`config.mk`:
```
export PLATFORM = sky130hd
export DESIGN_NAME = css_exec
export DESIGN_NICKNAME = d
export VERILOG_FILES = /design/src/rtl/css_pkg.sv /design/src/rtl/css_addr_gen.sv /design/src/rtl/css_exec.sv
export SDC_FILE = /design/constraint.sdc
export NUM_CORES = 1
export LEC_CHECK = 0
export BUFFER_PORTS_ARGS = -buffer_cell sky130_fd_sc_hd__buf_2
export CAP_MARGIN = 20
export CORE_MARGIN = 1
export CORE_UTILIZATION = 40
export DETAILED_ROUTE_END_ITERATION = 16
export GPL_TIMING_DRIVEN = 0
export PLACE_DENSITY_LB_ADDON = 0.25
export SLEW_MARGIN = 20
export SYNTH_ARGS = -nofsm -noshare
export SYNTH_HDL_FRONTEND = slang
export SYNTH_SLANG_ARGS = --single-unit
```
`constraint.sdc`:
```
create_clock -name core_clk_in -period 2 [get_ports core_clk_in]
set_clock_uncertainty 0.15 [all_clocks]
set_input_delay 0.4 -clock core_clk_in [delete_from_list [all_inputs] [get_ports core_clk_in]]
set_output_delay 0.4 -clock core_clk_in [all_outputs]
set_load 0.01 [all_outputs]
```
`src/rtl/css_pkg.sv`:
```
// Purpose: Shared constants and carriers for the compare-and-skip execution block
// Assumes: 16-bit program words, 8-bit data, 12-bit data address
// Notes:   Four Q phases make one instruction cycle
package css_pkg;

    localparam int          CSS_CLK_MHZ       = 50;
    localparam int          CSS_Q_PHASES      = 4;
    localparam logic [6:0]  CSS_OP_GT         = 7'h32;
    localparam logic [6:0]  CSS_OP_EQ         = 7'h31;
    localparam logic [7:0]  CSS_ILO_MAX       = 8'h5F;
    localparam logic [7:0]  CSS_ACCESS_SPLIT  = 8'h60;
    localparam logic [3:0]  CSS_ACCESS_HI_BNK = 4'hF;
    localparam logic [1:0]  CSS_PH_Q1         = 2'h0;
    localparam logic [1:0]  CSS_PH_Q2         = 2'h1;
    localparam logic [1:0]  CSS_PH_Q3         = 2'h2;
    localparam logic [1:0]  CSS_PH_Q4         = 2'h3;
    localparam logic [1:0]  CSS_RST_PHASE     = 2'h0;
    localparam logic [1:0]  CSS_RST_FLUSH     = 2'h0;

    // Mode of data address formation
    typedef enum logic [1:0] {
        CSS_AM_ACCESS = 2'b00,
        CSS_AM_BANKED = 2'b01,
        CSS_AM_INDEX  = 2'b10
    } css_amode_t;

    // Instruction presented by fetch
    typedef struct packed {
        logic        valid;
        logic [15:0] word;
        logic [1:0]  next_words;
    } css_instr_t;

    // Data memory read request
    typedef struct packed {
        logic        rd;
        logic [11:0] addr;
        css_amode_t  mode;
    } css_dreq_t;

    // Execution outcome
    typedef struct packed {
        logic       done;
        logic       skip;
        logic [1:0] flush_cycles;
    } css_result_t;

endpackage

```
`src/rtl/css_addr_gen.sv`:
```
// Purpose: Data address formation for a byte operand
// Assumes: Index base comes from the core's indirect pointer
// Notes:   Pure combinational
`timescale 1ns/100ps
module css_addr_gen
    import css_pkg::*;
(
    // Operand
    input  wire logic [7:0]  operand_in,
    input  wire logic        access_sel_in,
    // Context
    input  wire logic [3:0]  bank_select_register_in,
    input  wire logic        ext_set_en_in,
    input  wire logic [11:0] index_base_in,
    // Result
    output css_pkg::css_amode_t mode_out,
    output logic [11:0]         addr_out
);
    always_comb
    begin
        if (access_sel_in)
        begin
            mode_out = CSS_AM_BANKED;
            addr_out = {bank_select_register_in, operand_in};
        end
        else if (ext_set_en_in && (operand_in <= CSS_ILO_MAX))
        begin
            mode_out = CSS_AM_INDEX;
            addr_out = index_base_in + {4'h0, operand_in};
        end
        else if (operand_in < CSS_ACCESS_SPLIT)
        begin
            mode_out = CSS_AM_ACCESS;
            addr_out = {4'h0, operand_in};
        end
        else
        begin
            mode_out = CSS_AM_ACCESS;
            addr_out = {CSS_ACCESS_HI_BNK, operand_in};
        end
    end
endmodule

```
`src/rtl/css_exec.sv`:
```
// Purpose: Execute compare-with-working-register-and-skip instructions
// Assumes: Fetch holds the instruction stable for a whole Q1..Q4 cycle
// Notes:   Data byte is returned combinationally by Q3
`timescale 1ns/100ps
// Functional notes
// - Greater compare skips only when data byte is unsigned strictly above working register
// - Taken skip discards the fetched instruction and runs no-operation cycles instead
// - One cycle without skip, two cycles with skip over a one-word instruction
// - Access bit 0 selects shared access bank, 1 uses bank select register
// - Indexed literal offset when extended set on, access bit 0, operand at most 95
// - Equal compare skips when data byte equals working register
// - Skip over two-word instruction costs three cycles, three-word costs four
module css_exec
    import css_pkg::*;
(
    // Clock and reset
    input  wire logic               core_clk_in,
    input  wire logic               nrst_in,
    // Instruction
    input  css_pkg::css_instr_t     instr_in,
    // Core context
    input  wire logic [7:0]         working_register_in,
    input  wire logic [3:0]         bank_select_register_in,
    input  wire logic               ext_set_en_in,
    input  wire logic [11:0]        index_base_in,
    // Data memory
    input  wire logic [7:0]         data_byte_in,
    output css_pkg::css_dreq_t      dreq_out,
    // Outcome
    output css_pkg::css_result_t    result_out,
    output logic [1:0]              phase_out,
    output logic                    nop_active_out,
    output logic                    pc_advance_out,
    output logic                    status_we_out
);
    typedef struct packed {
        logic [1:0]  phase;
        logic [1:0]  flush;
        logic        gt_op;
        logic        eq_op;
        logic        hit;
        css_dreq_t   dreq;
        css_result_t res;
    } css_state_t;

    css_state_t  st_ff;
    css_state_t  nxt_st;
    css_amode_t  amode;
    logic [11:0] addr;
    logic        is_gt;
    logic        is_eq;
    logic        cond;

    css_addr_gen u_addr
    (
        .operand_in              (instr_in.word[7:0]),
        .access_sel_in           (instr_in.word[8]),
        .bank_select_register_in (bank_select_register_in),
        .ext_set_en_in           (ext_set_en_in),
        .index_base_in           (index_base_in),
        .mode_out                (amode),
        .addr_out                (addr)
    );

    assign is_gt = instr_in.valid && (instr_in.word[15:9] == CSS_OP_GT);
    assign is_eq = instr_in.valid && (instr_in.word[15:9] == CSS_OP_EQ);
    always_comb
    begin
        cond = 1'b0;
        if (st_ff.gt_op)
        begin
            cond = data_byte_in > working_register_in;
        end
        else if (st_ff.eq_op)
        begin
            cond = data_byte_in == working_register_in;
        end
    end

    always_comb
    begin
        nxt_st = st_ff;
        nxt_st.phase = st_ff.phase + 2'h1;
        nxt_st.res.done = 1'b0;
        nxt_st.dreq.rd = 1'b0;
        unique case (st_ff.phase)
            CSS_PH_Q1:
            begin
                if (st_ff.flush == CSS_RST_FLUSH)
                begin
                    nxt_st.gt_op = is_gt;
                    nxt_st.eq_op = is_eq;
                    nxt_st.hit = 1'b0;
                    nxt_st.dreq.rd = is_gt || is_eq;
                    nxt_st.dreq.addr = addr;
                    nxt_st.dreq.mode = amode;
                end
            end
            CSS_PH_Q2:
            begin
                nxt_st.dreq.rd = st_ff.dreq.rd;
            end
            CSS_PH_Q3:
            begin
                if (st_ff.gt_op || st_ff.eq_op)
                begin
                    nxt_st.hit = cond;
                end
            end
            CSS_PH_Q4:
            begin
                if (st_ff.flush != CSS_RST_FLUSH)
                begin
                    nxt_st.flush = st_ff.flush - 2'h1;
                end
                else if (st_ff.gt_op || st_ff.eq_op)
                begin
                    nxt_st.res.done = 1'b1;
                    nxt_st.res.skip = st_ff.hit;
                    nxt_st.res.flush_cycles = st_ff.hit ? instr_in.next_words : 2'h0;
                    nxt_st.flush = st_ff.hit ? instr_in.next_words : 2'h0;
                    nxt_st.gt_op = 1'b0;
                    nxt_st.eq_op = 1'b0;
                end
            end
        endcase
    end

    always_ff @(posedge core_clk_in or negedge nrst_in)
    begin
        if (!nrst_in)
        begin
            st_ff <= '0;
        end
        else
        begin
            st_ff <= nxt_st;
        end
    end

    assign dreq_out       = st_ff.dreq;
    assign result_out     = st_ff.res;
    assign phase_out      = st_ff.phase;
    assign nop_active_out = st_ff.flush != CSS_RST_FLUSH;
    assign pc_advance_out = st_ff.phase == CSS_PH_Q4;
    assign status_we_out  = 1'b0;
endmodule

```
==> results of run 1 <==
[per-stage QoR]
step	hold slack (ns)	cells	TNS, ns	worst slack, ns
finish	0.2283	389	-0.006272	-0.006272
global route	0.2383	389	-0.2126	-0.1097
CTS	0.2294	388	0	0.004551
detailed placement	0.2880	382	-1.577	-0.3170
floorplan	-0.04559	239	-0.01156	-0.01156
global placement	0.2879	382	-1.544	-0.3244
[report_power, final]
part | internal, µW | total [µW] | switching [µW]
combinational | 193 | 366 | 173
sequential | 549 | 561 | 12.5
clock | 135 | 293 | 158
total | 877 | 1220 | 343
[logic make-up (layout without fill, tap and decap cells)]
logic type	Yosys count	in the layout	synth area share [%]
AO/OA/AOI/OAI	65	65	20.61
XOR/XNOR	5	5	2.148
adder cells (fa/ha/maj)	21	21	13.25
buffers and inverters	44	127	12.21
flip-flops	26	26	31.90
multiplexers	2	2	1.043
other	1	1	0.1839
AND/OR/NAND/NOR	75	75	18.65
[sequential cells by signal (all words and copies together), names as in the netlist]
name	flops
result_out	4
phase_out	2
dreq_out	15
st_ff	5
[timing repair]
action	CTS	global route
endpoints found under the setup margin	2	8
buffers inserted	2	2
gates resized for setup	0	10
hold endpoints to repair	26	0
pin swaps	4	10
cloned	0	0
hold buffers	1	0
[cell usage in the layout, fill, tap and decap left out, types with 4 or more instances in the layout]
cell type / n
a21o_1: 5
a21oi_1: 15
buf_2: 75
buf_4: 26
dfrtp_1: 26
ha_1: 17
inv_1: 16
nand2_1: 24
nand2b_1: 5
nand3_1: 5
nor2_1: 14
nor2b_1: 7
nor3_1: 7
o21a_1: 4
o21ai_0: 17
[worst paths after layout]
check | startpoint | endpoint | cells past startpoint
setup / recovery | instr_in[2] | dreq_out[12] | 10
hold / removal | instr_in[1] | st_ff[23] | 3
setup reg to reg | phase_out[0] | dreq_out[14] | 5
hold reg to reg | dreq_out[14] | dreq_out[14] | 2
max in group asynchronous | nrst_in | dreq_out[5] | 2
min in group asynchronous | nrst_in | result_out[0] | 2
[routing by layer]
metal | wire [µm] | vias up
li1 | - | 977
met1 | 1967 | 854
met2 | 2063 | 51
met3 | 241 | 4
met4 | 41 | 0
met5 | 0 | -
[cell type report]
cell class	count	area (µm²)	share of cell area [%]
buffer	26	181.4	6.872
tap	67	83.83	3.175
timing repair buffer	81	436.7	16.54
multi-input combinational	169	1182	44.79
sequential	26	650.6	24.64
inverter	17	63.81	2.417
clock buffer	3	41.29	1.564
[worst register-to-register path, stage by stage (launching register included)]
cell and delay (ns):
dfrtp_1 0.42, inv_1 0.11, ha_2 0.26, nand2_1 0.12, clkbuf_1 0.26, o41ai_1 0.38
[cells in the mapped netlist (all sizes together), types with 3 or more instances]
| cell type | instances |
|---|---|
| a31oi | 3 |
| o21ai | 21 |
| o21a | 4 |
| clkbuf | 4 |
| nor2b | 8 |
| nor2 | 14 |
| nand2b | 5 |
| xor2 | 3 |
| a21oi | 15 |
| nor3b | 3 |
| nand2 | 24 |
| nand3 | 5 |
| buf | 23 |
| a21o | 5 |
| a211oi | 5 |
| dfrtp | 26 |
| nor3 | 8 |
| inv | 17 |
| ha | 20 |
==> results.cfg, run 1 <==
[outcome]
outcome = finished, violations left
violations = negative setup slack

[timing]
fmax_mhz = 498.4
max-slew-margin-rel_pct = 61.22
setup_slack_ns = -0.006272
fin_crit_sh_pct = 100.3
worst_slew_pin_slew_ns = 0.5817
slew_violations = 0
hold_viol = 0
rsz0062_at_grt = true
setup_violations = 1
period_needed_ns = 2.006

[setup_path]
critPathLaunchType = input pin
critPathBufInv = 2
worstSetupEndpointType = flip-flop
cpLargestDelayFamily = adder cells
reg2reg_slack_ns = 0.19
max_stage_delay_ns = 0.38
worstPathRequired_ns = 2.04
crit_type = input pin to flip-flop
cp.arrival_ns = 2.05
crit_path_top_delay_cell = fa_2
cp_cell_sequence = buf_8, ha_4, inv_2, fa_2, nor2b_4, o31a_1, o211ai_1, xnor2_1, a21oi_1, nor3_1
cp_max_fo = 3

[global_routing]
grt_first_pass_wirelength_um = 7031
grt.met2_usage_pct = 30.14
grt-ovfl-total = 0
grtUsageMet3_pct = 2.743
grt_use_met1_pct = 20.43
antenna_found_initial = 0
grt.total_usage_pct = 16.75
grt_max_degree = 27
top_usage_layer = met2
grt_pass1_vias = 1682

[routing]
ant_nets = 0
via_count = 1886
viasPerCell = 4.848
firstDrtPassIters = 4
wl_per_cell_um = 11.09
drt-total-wl_um = 4314
drc = 0
drt_iter0_drc = 66

[logic_synthesis]
yosysUniqueCellTypes = 48
ys_seq_elements = 26
ys_warn_count = 0
synth-edff-count = 0
synth_top_cell_by_area = dfrtp_1
async_reset_ff_share_pct = 100.0
ys_top_cells_by_area = dfrtp_1 32%, ha_1 12%, buf_4 8.1%
syn_inst = 239
synth.net_count = 314
syn_area_um2 = 2039
synth_top_area_share_pct = 31.90
yosysSeqAreaShare_pct = 31.90
synth_area_per_cell_um2 = 8.533
synthFlopType = dfrtp_1

[cells_and_area]
final_util_pct = 54.81
fill_cells = 477
layout.nets = 399
area_growth_pct = 29.45
diodes = 0
layout-drive-gt1-share_pct = 37.89
finalInstanceArea_um2 = 2640

[clock_tree]
clkLatencyLatePin_ns = 0.27
cts_sinks = 26
ctsRootBufferMaster = clkbuf_8
cts_made_buffers = 3
cts-htree-levels = 1
clockBufferDepth = 2
clk_transition_reported_paths_ns = 0.09
cts_tree = built

[place]
place_congestion = 0.8550
io_buffer_count = 76
dpl_cell_area_um2 = 2519
dp_hpwl_um = 3471

[power_and_ir_drop]
leakagePower_uw = 0.001374
p_per_area_nw_per_um2 = 462.0
power_uw = 1220
ir_drop_uv = 240.3

[floorplanning]
fp.coreArea_um2 = 4817
start_util_pct = 42.34
die_w_um = 73.41
rows = 25
die_h_um = 73.41
io_pins = 78
dieArea_um2 = 5388

[min_path]
hold_class = input pin to flip-flop

[run]
maxCapViolations = 0
(Power assumes the default switching activity.)
==> run 2: changes to the inputs <==
Settings changed: CELL_PAD_IN_SITES_DETAIL_PLACEMENT set to 1, CELL_PAD_IN_SITES_GLOBAL_PLACEMENT set to 1, CORE_UTILIZATION 40 to 35.
==> run 2 against run 1 <==
Compared with the run above:
- critical path type unchanged
- global-route usage increased by 0.74 points
- register-to-register slack about the same
- combinational power increased by 6.6%
- worst setup slack improved by 0.038 ns
- final area increased by 1.7%
- hold slack got worse by 0.24 ns
- sequential power about the same
- sequential share of layout area decreased by 0.40 points
- via count increased by 3.9%
- first-iteration DRC count increased by 1.5%
- critical path depth increased by 1
- highest routed layer unchanged
- non-clock buffer count unchanged
- the flow finishes with violations (negative hold slack)
==> results.cfg, run 2 (synthesis results as in run 1) <==
[setup_path]
worstPathRequired_ns = 2.04
crit_type = input pin to flip-flop
cp.arrival_ns = 2.01
critPathLaunchType = input pin
worstSetupEndpointType = flip-flop
cp_max_fo = 3

[cells_and_area]
seqCellArea_um2 = 650.6
layout.nets = 399
layout-drive-gt1-share_pct = 39.75
multiInputGateArea_um2 = 1219
diodes = 0
final_common_cell = buf_2
area_growth_pct = 31.59
most-common-layout-cells = 75 x buf_2, 26 x buf_4, 26 x dfrtp_1
finalInstanceArea_um2 = 2684
fill_cells = 724
largest_reg_flops = 15

[timing]
setup_violations = 0
fmax_mhz = 508.1
max-slew-margin-rel_pct = 59.02
slew_violations = 0
worst_slew_pin_slew_ns = 0.6148
hold_viol = 26
rsz0062_at_grt = true
tns_ns = 0
fin_hold_ws_ns = -0.01412
fin_crit_sh_pct = 98.41
period_needed_ns = 1.968

[routing]
wl_per_cell_um = 12.83
drc = 0
firstDrtPassIters = 3
via_count = 1959
ant_nets = 0
drt-total-wl_um = 5056
drt_iter0_drc = 67
viasPerCell = 4.972

[floorplanning]
dieArea_um2 = 6136
die_w_um = 78.34
io_pins = 78
die_h_um = 78.34
fp.coreArea_um2 = 5574
start_util_pct = 36.59
rows = 27

[clock_tree]
cts-htree-levels = 1
clk_transition_reported_paths_ns = 0.09
cts_tree = built
clockBufferDepth = 2
cts_sinks = 26
ctsRootBufferMaster = clkbuf_8
clkLatencyLatePin_ns = 0.27
cts_made_buffers = 3
holdBufCountCts = 0

[place]
dpl_cell_area_um2 = 2525
place_congestion = 0.7115
io_buffer_count = 76
dp_hpwl_um = 4035

[global_routing]
grt_first_pass_wirelength_um = 8631
grt-ovfl-total = 0
grt.total_usage_pct = 17.49
grt_max_degree = 27
grt_pass1_vias = 1992
antenna_found_initial = 0

[power_and_ir_drop]
p_per_area_nw_per_um2 = 465.2
leakagePower_uw = 0.001387
ir_drop_uv = 232.0

[run]
maxCapViolations = 0

[outcome]
outcome = finished, violations left
violations = negative hold slack

[min_path]
hold_class = input pin to async pin
==> run 2: where the power goes <==
group / total [µW] / switching (µW) / internal [µW]
Clock: 298 / 163 / 135
Combinational: 390 / 186 / 204
Sequential: 561 / 12.1 / 549
==> run 2: layer usage <==
metal / GRT usage (%) / vias to the layer above / wire length (µm)
met5: 0 / - / 0
met4: 5.000 / 0 / 51
met3: 1.744 / 4 / 175
met2: 34.04 / 42 / 2666
met1: 19.93 / 936 / 2162
li1: - / 977 / -
==> run 2: final cells by class <==
cell class / instances / share of cell area [%]
tap: 72 / 3.357
clock buffer: 3 / 1.538
multi-input combinational: 169 / 45.41
buffer: 26 / 6.760
inverter: 17 / 2.378
timing repair buffer: 81 / 16.32
sequential: 26 / 24.24
==> run 2: critical path, stage by stage <==
cell and delay (ns):
buf_6 0.07, ha_4 0.15, inv_2 0.04, fa_2 0.36
nor2b_4 0.14, o31a_1 0.19, buf_6 0.12, o211ai_1 0.11
xnor2_1 0.19, a21oi_1 0.10, nor3_1 0.14
==> run 2: stage by stage <==
| step | hold WS [ns] | setup slack, ns | cells | utilization (%) | power [µW] |
|---|---|---|---|---|---|
| 2_1_floorplan | -0.04559 | -0.01156 | 239 | - | 788.3 |
| 3_3_place_gp | 0.3012 | -0.3217 | 387 | 45.30 | 917.1 |
| 3_5_place_dp | 0.3027 | -0.3673 | 387 | 45.30 | 925.9 |
| 4_1_cts | 0.004887 | -0.008697 | 393 | 46.51 | 1241 |
| 5_1_grt | 0.02292 | -0.04194 | 394 | 48.15 | 1335 |
| 6_report | -0.01412 | 0.03185 | 394 | 48.15 | 1249 |
==> run 2: final timing paths <==
kind,slack [ns],cells after the start,startpoint,endpoint
setup / recovery,0.03,11,index_base_in[0],dreq_out[12]
hold / removal,-0.01,1,nrst_in,phase_out[0]
setup reg to reg,0.18,6,phase_out[0],dreq_out[11]
hold reg to reg,0.33,2,dreq_out[1],dreq_out[1]
max in group asynchronous,1.32,1,nrst_in,st_ff[20]
min in group core_clk_in,0.23,3,instr_in[0],result_out[0]
==> run 2: what timing repair did <==
item                       CTS  global route
pin swaps                    4             5
setup buffers                4             1
setup endpoints to repair    5             8
resized for setup            0            19
gates cloned                 0             0
==> run 3: changes to the inputs <==
Settings changed: REMOVE_ABC_BUFFERS set to 1.
==> run 3 against run 2 <==
Compared with the run above:
- the run still ends with negative hold slack left
- final cell count down 7.4%
- first-iteration DRC count decreased by 67%
- combinational power fell by 16%
- sequential cell count is the same
- global-route usage decreased by 0.84 points
- register-to-register slack about the same
- core utilization is 4.6 points lower
- critical endpoint is now dreq_out[8]
- largest cell class unchanged
- largest power group unchanged
- highest routed layer unchanged
==> results.cfg, run 3 (synthesis results as in run 1) <==
[global_routing]
grt_first_pass_wirelength_um = 8197
top_usage_layer = met2
grt.total_usage_pct = 16.65
grt.met2_usage_pct = 31.40
grt_use_met1_pct = 19.71
antenna_found_initial = 0
grt_pass1_vias = 1856
grtUsageMet3_pct = 1.977
grt-ovfl-total = 0
grt_max_degree = 27

[floorplanning]
dieArea_um2 = 6136
die_h_um = 78.34
die_w_um = 78.34
start_util_pct = 36.59
rows = 27
io_pins = 78
fp.coreArea_um2 = 5574

[clock_tree]
cts_made_buffers = 3
clk_transition_reported_paths_ns = 0.09
clockBufferDepth = 2
clkLatencyLatePin_ns = 0.27
cts_tree = built
ctsRootBufferMaster = clkbuf_8
holdBufCountCts = 0
cts_sinks = 26
cts-htree-levels = 1

[routing]
viasPerCell = 4.959
via_count = 1810
drc = 0
drt-total-wl_um = 4798
firstDrtPassIters = 4
drt_iter0_drc = 22
wl_per_cell_um = 13.15
ant_nets = 0

[timing]
hold_viol = 26
fin_crit_sh_pct = 97.68
setup_slack_ns = 0.04648
fmax_mhz = 511.9
fin_hold_ws_ns = -0.01987
rsz0062_at_grt = true
period_needed_ns = 1.954
slew_violations = 0
worst_slew_pin_slew_ns = 0.6030
tns_ns = 0
max-slew-margin-rel_pct = 59.80
setup_violations = 0

[setup_path]
cp_cell_sequence = buf_4, ha_4, inv_2, fa_2, nor2b_4, o31a_1, o21ai_2, nor3b_1, o311ai_1, o21a_1
max_stage_delay_ns = 0.36
cp.arrival_ns = 2.02
reg2reg_slack_ns = 0.19
worstSetupEndpointType = flip-flop
cp_max_fo = 3
crit_type = input pin to flip-flop
critPathLaunchType = input pin
critPathBufInv = 2
cpLargestDelayFamily = compound AO/OA/AOI/OAI gates
worstPathRequired_ns = 2.06
crit_path_top_delay_cell = fa_2

[cells_and_area]
largest_reg_flops = 15
layout-drive-gt1-share_pct = 32.76
layout.nets = 370
finalInstanceArea_um2 = 2427
diodes = 0
most-common-layout-cells = 75 x buf_2, 26 x dfrtp_1, 23 x nand2_1
fin_cells = 365
area_growth_pct = 19.02
final_common_cell = buf_2

[place]
pre_cts_slack_ns = -0.4398
io_buffer_count = 76
dp_cells = 360
place_congestion = 0.7504
dp_hpwl_um = 3846
dpl_cell_area_um2 = 2325

[outcome]
outcome = finished, violations left
violations = negative hold slack

[power_and_ir_drop]
leakagePower_uw = 0.001244
p_per_area_nw_per_um2 = 487.1
power_uw = 1182
ir_drop_uv = 218.4

[min_path]
hold_class = input pin to async pin

[run]
maxCapViolations = 0
## run 3: cell type report
class	count	area [µm²]
repair buffers	78	397.9
fillers	704	3147
clock buffers	3	41.29
flip-flops and latches	26	650.6
well taps	72	90.09
inverters	17	63.81
multi-input cells	169	1184
## run 3: path summary, 6_finish.rpt
path | from | to | cells past startpoint
worst max-delay path | instr_in[2] | dreq_out[8] | 10
worst min-delay path | nrst_in | st_ff[19] | 1
worst max register to register | phase_out[0] | dreq_out[13] | 5
worst min register to register | dreq_out[0] | dreq_out[0] | 2
max in group asynchronous | nrst_in | dreq_out[8] | 1
min in group core_clk_in | instr_in[0] | result_out[0] | 3
## run 3: power breakdown
| group | switching, µW | total, µW | internal, µW |
|---|---|---|---|
| combinational | 170 | 327 | 157 |
| sequential | 12.8 | 561 | 549 |
| clock | 159 | 294 | 135 |
| total | 342 | 1180 | 841 |
## run 3: metrics by stage
stage | util (%) | hold WS [ns]
2_1_floorplan | - | -0.04559
3_3_place_gp | 41.71 | 0.3067
3_5_place_dp | 41.71 | 0.3016
4_1_cts | 43.03 | 0.002123
5_1_grt | 43.55 | 0.01270
6_report | 43.55 | -0.01987
## run 3: layer usage
metal  vias to the layer above  share of wire, %
li1                        913                 -
met1                       844                45
met2                        47                51
met3                         6               3.5
met4                         0               1.1
met5                         -                 0
## run 3: what timing repair did
item / in CTS / in global routing
gates resized for setup: 6 / 5
pin swaps: 5 / 9
setup endpoints to repair: 10 / 7
buffers inserted: 2 / 0
